## src/core/l1ac_pkg.sv

```systemverilog
// Constants, codes and types for the layer 1 activation control block
package l1ac_pkg;

  // ==========================================================
  // Clock and line timing
  localparam int CLK_PERIOD_NS = 4;
  localparam int NS_PER_S = 1000000000;
  localparam int CP_RATE_HZ = 96000;
  localparam int SP_RATE_HZ = 2000;
  localparam int LINE_RATE_BPS = 192000;
  // One pulse each half period, alternating polarity
  localparam int CP_PULSE_CYC = NS_PER_S / (CP_RATE_HZ * 2 * CLK_PERIOD_NS);
  localparam int SP_GAP_CYC = NS_PER_S / (SP_RATE_HZ * 2 * CLK_PERIOD_NS);
  localparam int BIT_CYC = NS_PER_S / (LINE_RATE_BPS * CLK_PERIOD_NS);
  localparam int DEACT_TIME_MS = 16;
  localparam int INFO0_FRAMES = 64;
  localparam int FA_LOSS_FRAMES = 2;
  localparam int FA_REGAIN_FRAMES = 5;

  // ==========================================================
  // Command codes
  localparam logic [3:0] CMD_CLOCK_ON = 4'h0;
  localparam logic [3:0] CMD_L1_RESET = 4'h1;
  localparam logic [3:0] CMD_SINGLE_PULSE = 4'h2;
  localparam logic [3:0] CMD_CONT_PULSE = 4'h4;
  localparam logic [3:0] CMD_ACT_CLASS1 = 4'h8;
  localparam logic [3:0] CMD_ACT_CLASS2 = 4'h9;
  localparam logic [3:0] CMD_ANALOG_LOOP = 4'ha;
  localparam logic [3:0] CMD_DEACT_CLK_OFF = 4'hf;
  localparam logic [3:0] CMD_RESET_VALUE = CMD_DEACT_CLK_OFF;

  // ==========================================================
  // Indication codes
  localparam logic [3:0] IND_LINE_DEACT_REQ = 4'h0;
  localparam logic [3:0] IND_SIGNAL_SEEN = 4'h4;
  localparam logic [3:0] IND_CLOCK_ON = 4'h7;
  localparam logic [3:0] IND_LINE_ACT_REQ = 4'h8;
  localparam logic [3:0] IND_TEST_ACTIVE = 4'ha;
  localparam logic [3:0] IND_TEST_SIGNAL_SEEN = 4'hb;
  localparam logic [3:0] IND_ACTIVE_CLASS1 = 4'hc;
  localparam logic [3:0] IND_ACTIVE_CLASS2 = 4'hd;
  localparam logic [3:0] IND_CLOCKS_OFF = 4'hf;

  // ==========================================================
  // D channel priority levels
  localparam logic [3:0] PRIO_CLASS1_NORMAL = 4'h8;
  localparam logic [3:0] PRIO_CLASS1_LOWER = 4'h9;
  localparam logic [3:0] PRIO_CLASS2_NORMAL = 4'ha;
  localparam logic [3:0] PRIO_CLASS2_LOWER = 4'hb;

  // ==========================================================
  // Types
  typedef enum logic [3:0] {
    ST_F3_CLK_OFF = 4'h0,
    ST_F3_CLK_ON = 4'h1,
    ST_F4_AWAIT_SIG = 4'h3,
    ST_F5_IDENTIFY = 4'h2,
    ST_F6_SYNC = 4'h6,
    ST_F7_ACTIVE = 4'h7,
    ST_F8_LOST_FRAME = 4'h5,
    ST_F3_AWAIT_DEACT = 4'h4,
    ST_L1_RESET = 4'hc,
    ST_LOOP_INIT = 4'hd,
    ST_LOOP_ACTIVE = 4'hf,
    ST_TEST_PULSE = 4'he
  } l1ac_state_t;

  typedef enum logic [2:0] {
    RX_INFO0 = 3'h0,
    RX_ANY = 3'h1,
    RX_INFO2 = 3'h2,
    RX_INFO3 = 3'h3,
    RX_INFO4 = 3'h4
  } l1ac_rx_info_t;

  typedef enum logic [1:0] {
    TX_INFO0 = 2'h0,
    TX_INFO1 = 2'h1,
    TX_INFO3 = 2'h3
  } l1ac_tx_info_t;

  typedef enum logic [1:0] {
    PULSE_NONE = 2'h0,
    PULSE_CONT = 2'h1,
    PULSE_SINGLE = 2'h2
  } l1ac_pulse_mode_t;

endpackage

```

## src/core/l1ac_pulse_gen.sv

```systemverilog
// Test pulse generator: continuous and isolated alternating pulses
`timescale 1ns/100ps
module l1ac_pulse_gen import l1ac_pkg::*; #(
  parameter int CP_CYC = CP_PULSE_CYC,
  parameter int SP_CYC = SP_GAP_CYC,
  parameter int W_CYC = BIT_CYC
) (
  input wire logic clk,
  input wire logic rst,
  input wire l1ac_pulse_mode_t mode,
  output logic pulse_pos_q,
  output logic pulse_neg_q
);

  localparam int CW = $clog2(SP_CYC + 1);

  logic [CW-1:0] cnt_q;
  logic pol_q;
  logic wrap;

  assign wrap = (mode == PULSE_CONT) ? (cnt_q >= CW'(CP_CYC - 1))
                                     : (cnt_q >= CW'(SP_CYC - 1));

  // ==========================================================
  // Spacing counter and polarity
  always_ff @(posedge clk or posedge rst) begin
    if (rst) begin
      cnt_q <= '0;
      pol_q <= 1'b0;
    end else if (mode == PULSE_NONE) begin
      cnt_q <= '0;
      pol_q <= 1'b0;
    end else if (wrap) begin
      cnt_q <= '0;
      pol_q <= ~pol_q;
    end else begin
      cnt_q <= cnt_q + CW'(1);
    end
  end

  // ==========================================================
  // Line pulse drive
  always_ff @(posedge clk or posedge rst) begin
    if (rst) begin
      pulse_pos_q <= 1'b0;
      pulse_neg_q <= 1'b0;
    end else if (mode == PULSE_CONT) begin
      // No gaps: polarity flips every pulse width
      pulse_pos_q <= ~pol_q;
      pulse_neg_q <= pol_q;
    end else if (mode == PULSE_SINGLE) begin
      // One bit-time pulse at the start of each gap
      pulse_pos_q <= ~pol_q && (cnt_q < CW'(W_CYC));
      pulse_neg_q <= pol_q && (cnt_q < CW'(W_CYC));
    end else begin
      pulse_pos_q <= 1'b0;
      pulse_neg_q <= 1'b0;
    end
  end

endmodule // l1ac_pulse_gen

```

## src/core/l1ac_top.sv

```systemverilog
// Layer 1 activation control: commands, indications, framing, D access
`timescale 1ns/100ps
module l1ac_top import l1ac_pkg::*; #(
  parameter int SP_CYC = SP_GAP_CYC,
  parameter int INFO0_DEACT_FRAMES = INFO0_FRAMES
) (
  input wire logic clk,
  input wire logic rst,
  input wire logic cmd_wr,
  input wire logic [3:0] cmd_data,
  input wire l1ac_rx_info_t rx_info,
  input wire logic rx_frame_tick,
  input wire logic rx_frame_ok,
  input wire logic rx_fa_bit,
  input wire logic rx_level,
  input wire logic d_bit_strobe,
  input wire logic d_tx_bit,
  input wire logic d_echo_bit,
  input wire logic d_tx_busy,
  input wire logic d_frame_done,
  output logic [3:0] command_code_register,
  output logic [3:0] indication_code_register,
  output logic ind_valid_q,
  output l1ac_state_t state_q,
  output l1ac_tx_info_t tx_info_q,
  output logic tx_line_en_q,
  output logic loop_en_q,
  output logic awake_det_en_q,
  output logic clocks_en_q,
  output logic tx_fa_q,
  output logic frame_aligned_q,
  output logic tx_pulse_pos_q,
  output logic tx_pulse_neg_q,
  output logic [3:0] d_prio_q,
  output logic d_access_ok_q,
  output logic d_collision_q,
  output logic d_stop_q
);

  localparam int FC_W = $clog2(INFO0_DEACT_FRAMES + 1);
  localparam logic [FC_W-1:0] INFO0_LIMIT = FC_W'(INFO0_DEACT_FRAMES);

  l1ac_state_t state_d;
  logic [3:0] cmd_q;
  logic class2_q;
  logic [FC_W-1:0] info0_cnt_q;
  logic [2:0] bad_cnt_q;
  logic [2:0] good_cnt_q;
  logic aligned_d;
  logic info0_long;
  logic non_info0;
  l1ac_pulse_mode_t pulse_mode_q;
  logic [3:0] ones_cnt_q;
  logic lower_q;
  logic collide;

  // ==========================================================
  // Helpers
  function automatic logic [3:0] ind_of(input l1ac_state_t st,
                                        input logic cls2,
                                        input logic lvl);
    begin
      case (st)
        ST_F3_CLK_OFF: ind_of = IND_CLOCKS_OFF;
        ST_F3_CLK_ON: ind_of = IND_CLOCK_ON;
        ST_F4_AWAIT_SIG: ind_of = IND_CLOCK_ON;
        ST_F3_AWAIT_DEACT: ind_of = IND_LINE_DEACT_REQ;
        ST_F5_IDENTIFY: ind_of = IND_SIGNAL_SEEN;
        ST_F8_LOST_FRAME: ind_of = IND_SIGNAL_SEEN;
        ST_F6_SYNC: ind_of = IND_LINE_ACT_REQ;
        ST_F7_ACTIVE: ind_of = cls2 ? IND_ACTIVE_CLASS2
                                    : IND_ACTIVE_CLASS1;
        ST_LOOP_INIT: ind_of = IND_CLOCK_ON;
        ST_LOOP_ACTIVE,
        ST_TEST_PULSE: ind_of = lvl ? IND_TEST_SIGNAL_SEEN
                                    : IND_TEST_ACTIVE;
        default: ind_of = IND_CLOCKS_OFF;
      endcase
    end
  endfunction

  function automatic logic is_test_cmd(input logic [3:0] c);
    begin
      is_test_cmd = (c == CMD_CONT_PULSE) || (c == CMD_SINGLE_PULSE) ||
                    (c == CMD_ANALOG_LOOP);
    end
  endfunction

  // Awake detector is off in layer 1 reset, so the far end cannot wake us
  assign non_info0 = (rx_info != RX_INFO0) && (state_q != ST_L1_RESET);
  assign info0_long = (info0_cnt_q >= INFO0_LIMIT);

  // ==========================================================
  // Command register
  always_ff @(posedge clk or posedge rst) begin
    if (rst) begin
      cmd_q <= CMD_RESET_VALUE;
    end else if (cmd_wr) begin
      cmd_q <= cmd_data;
    end
  end

  // Class is only changed by the two activate commands
  always_ff @(posedge clk or posedge rst) begin
    if (rst) begin
      class2_q <= 1'b0;
    end else if (cmd_q == CMD_ACT_CLASS1) begin
      class2_q <= 1'b0;
    end else if (cmd_q == CMD_ACT_CLASS2) begin
      class2_q <= 1'b1;
    end
  end

  // ==========================================================
  // Frame alignment
  always_ff @(posedge clk or posedge rst) begin
    if (rst) begin
      bad_cnt_q <= '0;
      good_cnt_q <= '0;
    end else if (rx_frame_tick) begin
      if (rx_frame_ok) begin
        bad_cnt_q <= '0;
        if (good_cnt_q < 3'(FA_REGAIN_FRAMES)) begin
          good_cnt_q <= good_cnt_q + 3'h1;
        end
      end else begin
        good_cnt_q <= '0;
        if (bad_cnt_q < 3'(FA_LOSS_FRAMES)) begin
          bad_cnt_q <= bad_cnt_q + 3'h1;
        end
      end
    end
  end

  always_comb begin
    aligned_d = frame_aligned_q;
    if (rx_frame_tick) begin
      if (frame_aligned_q && !rx_frame_ok &&
          bad_cnt_q == 3'(FA_LOSS_FRAMES - 1)) begin
        aligned_d = 1'b0;
      end else if (!frame_aligned_q && rx_frame_ok &&
                   good_cnt_q == 3'(FA_REGAIN_FRAMES - 1)) begin
        aligned_d = 1'b1;
      end
    end
  end

  always_ff @(posedge clk or posedge rst) begin
    if (rst) begin
      frame_aligned_q <= 1'b0;
    end else begin
      frame_aligned_q <= aligned_d;
    end
  end

  // Auxiliary framing bit echoed back in our next frame
  always_ff @(posedge clk or posedge rst) begin
    if (rst) begin
      tx_fa_q <= 1'b0;
    end else if (rx_frame_tick) begin
      tx_fa_q <= rx_fa_bit;
    end
  end

  // ==========================================================
  // INFO 0 persistence, counted in received frames
  always_ff @(posedge clk or posedge rst) begin
    if (rst) begin
      info0_cnt_q <= '0;
    end else if (rx_info != RX_INFO0) begin
      info0_cnt_q <= '0;
    end else if (rx_frame_tick && !info0_long) begin
      info0_cnt_q <= info0_cnt_q + FC_W'(1);
    end
  end

  // ==========================================================
  // Activation state machine
  always_comb begin
    state_d = state_q;
    if (cmd_q == CMD_L1_RESET) begin
      state_d = ST_L1_RESET;
    end else begin
      case (state_q)
        ST_L1_RESET: begin
          if (cmd_q == CMD_CLOCK_ON) state_d = ST_F3_CLK_ON;
        end
        ST_F3_CLK_OFF: begin
          if (non_info0) state_d = ST_F5_IDENTIFY;
          else if (cmd_q == CMD_CLOCK_ON) state_d = ST_F3_CLK_ON;
        end
        ST_F3_CLK_ON: begin
          if (non_info0) begin
            state_d = ST_F5_IDENTIFY;
          end else if (cmd_q == CMD_ACT_CLASS1 ||
                       cmd_q == CMD_ACT_CLASS2) begin
            state_d = ST_F4_AWAIT_SIG;
          end else if (cmd_q == CMD_DEACT_CLK_OFF) begin
            state_d = ST_F3_CLK_OFF;
          end else if (cmd_q == CMD_ANALOG_LOOP) begin
            state_d = ST_LOOP_INIT;
          end else if (is_test_cmd(cmd_q)) begin
            state_d = ST_TEST_PULSE;
          end
        end
        ST_F4_AWAIT_SIG: begin
          if (non_info0) state_d = ST_F5_IDENTIFY;
          else if (cmd_q == CMD_DEACT_CLK_OFF) state_d = ST_F3_CLK_OFF;
        end
        ST_F3_AWAIT_DEACT: begin
          if (non_info0) state_d = ST_F5_IDENTIFY;
          else if (cmd_q == CMD_DEACT_CLK_OFF) state_d = ST_F3_CLK_OFF;
          else if (cmd_q == CMD_CLOCK_ON) state_d = ST_F3_CLK_ON;
        end
        ST_F5_IDENTIFY: begin
          if (info0_long) state_d = ST_F3_AWAIT_DEACT;
          else if (rx_info == RX_INFO4) state_d = ST_F7_ACTIVE;
          else if (rx_info == RX_INFO2) state_d = ST_F6_SYNC;
        end
        ST_F6_SYNC: begin
          if (info0_long) state_d = ST_F3_AWAIT_DEACT;
          else if (!frame_aligned_q) state_d = ST_F8_LOST_FRAME;
          else if (rx_info == RX_INFO4) state_d = ST_F7_ACTIVE;
        end
        ST_F7_ACTIVE: begin
          if (info0_long) begin
            state_d = ST_F3_AWAIT_DEACT;
          end else if (!frame_aligned_q) begin
            state_d = ST_F8_LOST_FRAME;
          end else if (cmd_q == CMD_ANALOG_LOOP) begin
            state_d = ST_LOOP_INIT;
          end else if (is_test_cmd(cmd_q)) begin
            state_d = ST_TEST_PULSE;
          end
        end
        ST_F8_LOST_FRAME: begin
          if (info0_long) state_d = ST_F3_AWAIT_DEACT;
          else if (frame_aligned_q && rx_info == RX_INFO4)
            state_d = ST_F7_ACTIVE;
          else if (frame_aligned_q && rx_info == RX_INFO2)
            state_d = ST_F6_SYNC;
        end
        ST_LOOP_INIT: begin
          if (cmd_q == CMD_CLOCK_ON) state_d = ST_F3_CLK_ON;
          else if (cmd_q == CMD_DEACT_CLK_OFF) state_d = ST_F3_CLK_OFF;
          else if (frame_aligned_q && rx_info == RX_INFO3)
            state_d = ST_LOOP_ACTIVE;
        end
        ST_LOOP_ACTIVE,
        ST_TEST_PULSE: begin
          // Test modes end only on clock-on, deactivate or layer 1 reset
          if (cmd_q == CMD_CLOCK_ON) state_d = ST_F3_CLK_ON;
          else if (cmd_q == CMD_DEACT_CLK_OFF) state_d = ST_F3_CLK_OFF;
        end
        default: state_d = ST_F3_CLK_OFF;
      endcase
    end
  end

  always_ff @(posedge clk or posedge rst) begin
    if (rst) begin
      state_q <= ST_F3_CLK_OFF;
    end else begin
      state_q <= state_d;
    end
  end

  // ==========================================================
  // Indication register, refreshed from the next state
  always_ff @(posedge clk or posedge rst) begin
    if (rst) begin
      indication_code_register <= IND_CLOCKS_OFF;
      ind_valid_q <= 1'b1;
    end else begin
      indication_code_register <= ind_of(state_d, class2_q, rx_level);
      ind_valid_q <= (state_d != ST_L1_RESET);
    end
  end

  always_ff @(posedge clk or posedge rst) begin
    if (rst) begin
      command_code_register <= CMD_RESET_VALUE;
    end else begin
      command_code_register <= cmd_q;
    end
  end

  // ==========================================================
  // Line transmit control
  always_ff @(posedge clk or posedge rst) begin
    if (rst) begin
      tx_info_q <= TX_INFO0;
      tx_line_en_q <= 1'b1;
      loop_en_q <= 1'b0;
      awake_det_en_q <= 1'b1;
      clocks_en_q <= 1'b0;
      pulse_mode_q <= PULSE_NONE;
    end else begin
      case (state_d)
        ST_F4_AWAIT_SIG: tx_info_q <= TX_INFO1;
        ST_F6_SYNC,
        ST_F7_ACTIVE,
        ST_LOOP_INIT,
        ST_LOOP_ACTIVE: tx_info_q <= TX_INFO3;
        default: tx_info_q <= TX_INFO0;
      endcase
      // Loop keeps INFO 3 internal; the line sees INFO 0
      tx_line_en_q <= (state_d != ST_LOOP_INIT) &&
                      (state_d != ST_LOOP_ACTIVE);
      loop_en_q <= (state_d == ST_LOOP_INIT) ||
                   (state_d == ST_LOOP_ACTIVE);
      awake_det_en_q <= (state_d != ST_L1_RESET);
      clocks_en_q <= (state_d != ST_F3_CLK_OFF);
      if (state_d != ST_TEST_PULSE) begin
        pulse_mode_q <= PULSE_NONE;
      end else if (cmd_q == CMD_CONT_PULSE) begin
        pulse_mode_q <= PULSE_CONT;
      end else if (cmd_q == CMD_SINGLE_PULSE) begin
        pulse_mode_q <= PULSE_SINGLE;
      end
    end
  end

  l1ac_pulse_gen #(
    .CP_CYC(CP_PULSE_CYC),
    .SP_CYC(SP_CYC),
    .W_CYC(BIT_CYC)
  ) l1ac_pulse_gen_inst (
    .clk(clk),
    .rst(rst),
    .mode(pulse_mode_q),
    .pulse_pos_q(tx_pulse_pos_q),
    .pulse_neg_q(tx_pulse_neg_q)
  );

  // ==========================================================
  // D channel access: collision and priority
  assign collide = d_bit_strobe && d_tx_busy && !d_stop_q &&
                   (d_tx_bit != d_echo_bit);

  always_ff @(posedge clk or posedge rst) begin
    if (rst) begin
      d_collision_q <= 1'b0;
      d_stop_q <= 1'b0;
    end else begin
      d_collision_q <= collide;
      if (collide) begin
        d_stop_q <= 1'b1;
      end else if (!d_tx_busy) begin
        d_stop_q <= 1'b0;
      end
    end
  end

  // Consecutive echo ones seen; saturates at the highest level
  always_ff @(posedge clk or posedge rst) begin
    if (rst) begin
      ones_cnt_q <= '0;
    end else if (d_bit_strobe) begin
      if (!d_echo_bit || (d_tx_busy && !d_stop_q)) begin
        ones_cnt_q <= '0;
      end else if (ones_cnt_q < PRIO_CLASS2_LOWER) begin
        ones_cnt_q <= ones_cnt_q + 4'h1;
      end
    end
  end

  // Lower level after a sent frame, normal again once it is reached
  always_ff @(posedge clk or posedge rst) begin
    if (rst) begin
      lower_q <= 1'b0;
    end else if (d_frame_done) begin
      lower_q <= 1'b1;
    end else if (ones_cnt_q >= d_prio_q) begin
      lower_q <= 1'b0;
    end
  end

  always_ff @(posedge clk or posedge rst) begin
    if (rst) begin
      d_prio_q <= PRIO_CLASS1_NORMAL;
      d_access_ok_q <= 1'b0;
    end else begin
      case ({class2_q, lower_q})
        2'b00: d_prio_q <= PRIO_CLASS1_NORMAL;
        2'b01: d_prio_q <= PRIO_CLASS1_LOWER;
        2'b10: d_prio_q <= PRIO_CLASS2_NORMAL;
        default: d_prio_q <= PRIO_CLASS2_LOWER;
      endcase
      d_access_ok_q <= (state_q == ST_F7_ACTIVE) &&
                       (ones_cnt_q >= d_prio_q) && !d_stop_q;
    end
  end

endmodule // l1ac_top

```

## config.mk

```make
export PLATFORM = sky130hd
export DESIGN_NAME = l1ac_top
export DESIGN_NICKNAME = d
export VERILOG_FILES = /design/src/core/l1ac_pkg.sv /design/src/core/l1ac_pulse_gen.sv /design/src/core/l1ac_top.sv
export SDC_FILE = /design/constraint.sdc
export NUM_CORES = 1
export LEC_CHECK = 0
export ABC_AREA = 1
export BUFFER_PORTS_ARGS = -buffer_cell sky130_fd_sc_hd__buf_2
export CORE_MARGIN = 3
export CORE_UTILIZATION = 45
export CTS_BUF_LIST = sky130_fd_sc_hd__clkbuf_8
export DETAILED_ROUTE_END_ITERATION = 10
export SETUP_SLACK_MARGIN = 0.02
export SKIP_LAST_GASP = 1
export SYNTH_ARGS = -nofsm -noshare
export SYNTH_HDL_FRONTEND = slang
export SYNTH_HIERARCHICAL = 1
export SYNTH_SLANG_ARGS = --single-unit
export TNS_END_PERCENT = 1
```

## constraint.sdc

```tcl
create_clock -name clk -period 2 [get_ports clk]
set_clock_uncertainty 0.05 [all_clocks]
set_input_delay 0.4 -clock clk [delete_from_list [all_inputs] [get_ports clk]]
set_output_delay 0.4 -clock clk [all_outputs]
set_load 0.1 [all_outputs]
```

==> metrics.csv <==
stage;metric;value;unit
run_status;status;finished clean;
sta;fmax;514;MHz
sta;number of hold violations in the final report;0;
yosys;Distinct cells, synth;40;
yosys;Cell Area, Synth;3950;um2
yosys;most frequent cells after synthesis;nand2_1, inv_1, dfrtp_1;
sta;Final Cycle Share;0.974;
cts;clk_lat worst skew;350;ps
floorplan;standard-cell row count;33;
global_routing;total gr overflow;0;
yosys;Post-synth EDFFs;0;
global_routing;vias in the first global route;3246;
floorplan;Ports;49;
finish;Design Area, Final;4800;um2
finish;share of cells above drive strength 1;0.316;
power_and_ir_drop;PD cells;1200;nW/um2
yosys;Top FF cell, synth;dfrtp_1;
yosys;register area share after synthesis;0.442;
yosys;YS warnings;6;
placement;DP HPWL;6.34;mm
setup_path;Max FO, Critical Path;7;
drt;total wire length;8.70;mm
cts;clk buf depth;2;
power_and_ir_drop;Internal;3140;uW
finish;NumNets Final;595;
cts;Worst-path clk slew;70;ps
yosys;Synth Register Bits;69;
cts;CTS tree;done;
yosys;area leader, netlist;dfrtp_1;
yosys;ranking of synthesized cells by area;dfrtp_1, nand2_1, dfstp_2;
sta;unrepaired setup endpoints after global routing;yes;
finish;Diodes inserted;0;
job;max-capacitance violation count;0;
drt;Final ANT Viol Nets;0;
sta;Final setup viols;0;
floorplan;core area;8380;um2
global_routing;largest net degree at the start of global routing;24;
power_and_ir_drop;clock group share of total power;0.232;
drt;vias;3302;
placement;DP Area;4320;um2
sta;Sum Neg Setup Slack;0;ps
placement;IO buf count;46;
power_and_ir_drop;Final Total Pwr;5770;uW
yosys;Mapped Cells;495;
setup_path;crit-path cells;inv_1 -> nor2_4 -> nand2_4 -> nand2_1 -> nand2_1 -> nand2_1 -> nor2_2 -> nand2_1 -> nor2_4 -> nor2_8 -> nand3_1 -> nor3b_2;
floorplan;die extent in y;99.7;um
setup_path;slowest CP cell;dfstp_2;
setup_path;Crit. End Element;flip-flop;
power_and_ir_drop;LEAKAGE;0.00240;uW
setup_path;most used cell, CP;nand2_1;
sta;final worst setup slack;52.8;ps
setup_path;crit-path max cell delay;600;ps
cts;clock root buffer;clkbuf_8;
drt;wire per inst;12.9;um
yosys;Synth top area share;0.349;
global_routing;first-pass GRT wire length;14.7;mm
setup_path;critical path type;reg2reg;
setup_path;Critical Path Start Type;flip-flop;
yosys;Syn Area/Cell;7.97;um2
yosys;Synth Net Count;526;
hold_path;Tightest Hold Check Type;in2async;
cts;# clock sinks;69;
floorplan;die area;9930;um2
power_and_ir_drop;Comb power frac;0.460;
cts;Num CTS Buffers;9;
drt;# DRC;0;
power_and_ir_drop;share of power burned in registers;0.309;
global_routing;total track usage;0.183;
power_and_ir_drop;Peak supply drop;1.48;mV
drt;vias per cell;4.90;
placement;routability cong.;0.954;
cts;H-tree Lvls;3;
setup_path;CP arrival;2160;ps
setup_path;Worst Path Required;2220;ps
power_and_ir_drop;sw frac;0.456;
drt;Pre-Repair DR Iteration Count;5;
sta;final hold slack;32.6;ps
finish;P&R area growth vs syn;21.6;%
drt;DRT iter0 DRCs;108;
floorplan;Initial Utilization;0.471;
sta;clock period minus worst slack;1950;ps
yosys;Async S/R FF share, synth;1.00;
power_and_ir_drop;Sw Pwr;2630;uW
placement;Setup WS pre-CTS;-20.7;ps
yosys;dominant cell by count in the synthesized netlist;nand2_1;
floorplan;Die X;99.7;um
global_routing;antenna violations before repair;0;
sta;Pins Over Slew Limit;0;
-- registers in the layout (all words and copies together) (netlist names), 2 cells and up --
name,flops
bad_cnt_q,3
pulse_mode_q,2
indication_code_register,4
l1ac_pulse_gen_inst/cnt_q,16
good_cnt_q,3
cmd_q,4
state_q,4
ones_cnt_q,4
d_prio_q,2
tx_info_q,2
info0_cnt_q,7
command_code_register,4
-- placed cells by master (no fill, tap or decap), types with 3 or more instances in the layout --
master / netlist / layout
nor2_1: 52 / 41
xnor2_1: 4 / 4
nand3_1: 34 / 31
o21ai_1: 4 / 3
inv_2: 10 / 10
nor2_2: 13 / 16
nor2_4: 13 / 21
dfstp_2: 14 / 14
a21oi_1: 11 / 11
ha_1: 12 / 12
nand3_2: 2 / 5
buf_2: 0 / 46
nand2_2: 6 / 14
xor2_1: 9 / 9
o21ai_0: 22 / 22
nand2_4: 2 / 4
clkbuf_8: 0 / 12
nand4_1: 10 / 10
buf_4: 3 / 17
dfrtp_2: 0 / 5
nand2_1: 121 / 111
dfrtp_1: 55 / 50
nor3_1: 9 / 7
inv_1: 64 / 64
-- logic make-up after synthesis --
family | Yosys count | synth area share
and+or+nand+nor | 270 | 0.335
buffers and inverters | 82 | 0.0868
DFF | 69 | 0.442
AOI/OAI and AO/OA | 47 | 0.0675
xor gates and xnor gates | 13 | 0.0288
adders and majority gates | 12 | 0.0380
other | 2 | 0.00190
-- critical path: cells and delay by family, from the launching register on --
kind                   cells  cell delay, ps
and+or+nand+nor           11            1110
DFF                        1             600
buffers and inverters      1             100
-- what timing repair did --
action / 4_1_cts / 5_1_grt
buffers inserted: 4 / 8
pin swaps: 2 / 11
hold buffers: 0 / 0
resized for setup: 3 / 38
endpoints found under the setup margin: 4 / 13
gates cloned: 0 / 0
-- metrics by stage --
step / utilization / cells
finish: 0.573 / 674
global route: 0.573 / 674
CTS: 0.549 / 666
detailed placement: 0.516 / 646
global placement: 0.516 / 646
floorplan: - / 495
-- per-layer routing --
| metal | track usage | share of wire |
|---|---|---|
| met1 | 0.255 | 0.48 |
| met2 | 0.282 | 0.47 |
| met3 | 0.0435 | 0.037 |
| met4 | 0.0557 | 0.013 |
| met5 | 0 | 0 |
-- final timing paths --
path | start | to | slack, ps | depth (start not counted)
max in group asynchronous | rst | tx_line_en_q | 1280 | 3
hold / removal | rst | d_prio_q[1] | 30 | 2
setup / recovery | cmd_q[3] | pulse_mode_q[1] | 50 | 12
setup reg to reg | cmd_q[3] | pulse_mode_q[1] | 50 | 12
min in group clk | d_bit_strobe | ones_cnt_q[3] | 190 | 2
hold reg to reg | lower_q | d_prio_q[0] | 330 | 0
-- final cells by class --
cell class	count	area, um2
Clock inverter	4	71.3
Sequential cell	69	1750
Inverter	74	280
Tap cell	105	131
Fill cell	799	3580
Multi-Input combinational cell	344	2000
Timing Repair Buffer	66	400
Clock buffer	12	165
-- power groups by stage --
stage	combinational, uW	clock, uW	sequential [uW]
after floorplan	1090	0	2650
after global placement	2350	0	1800
after detailed placement	2360	0	1790
after CTS	2400	1380	1770
after global routing	2870	1420	1810
final	2650	1340	1780
Power figures use the tool's default switching activity.
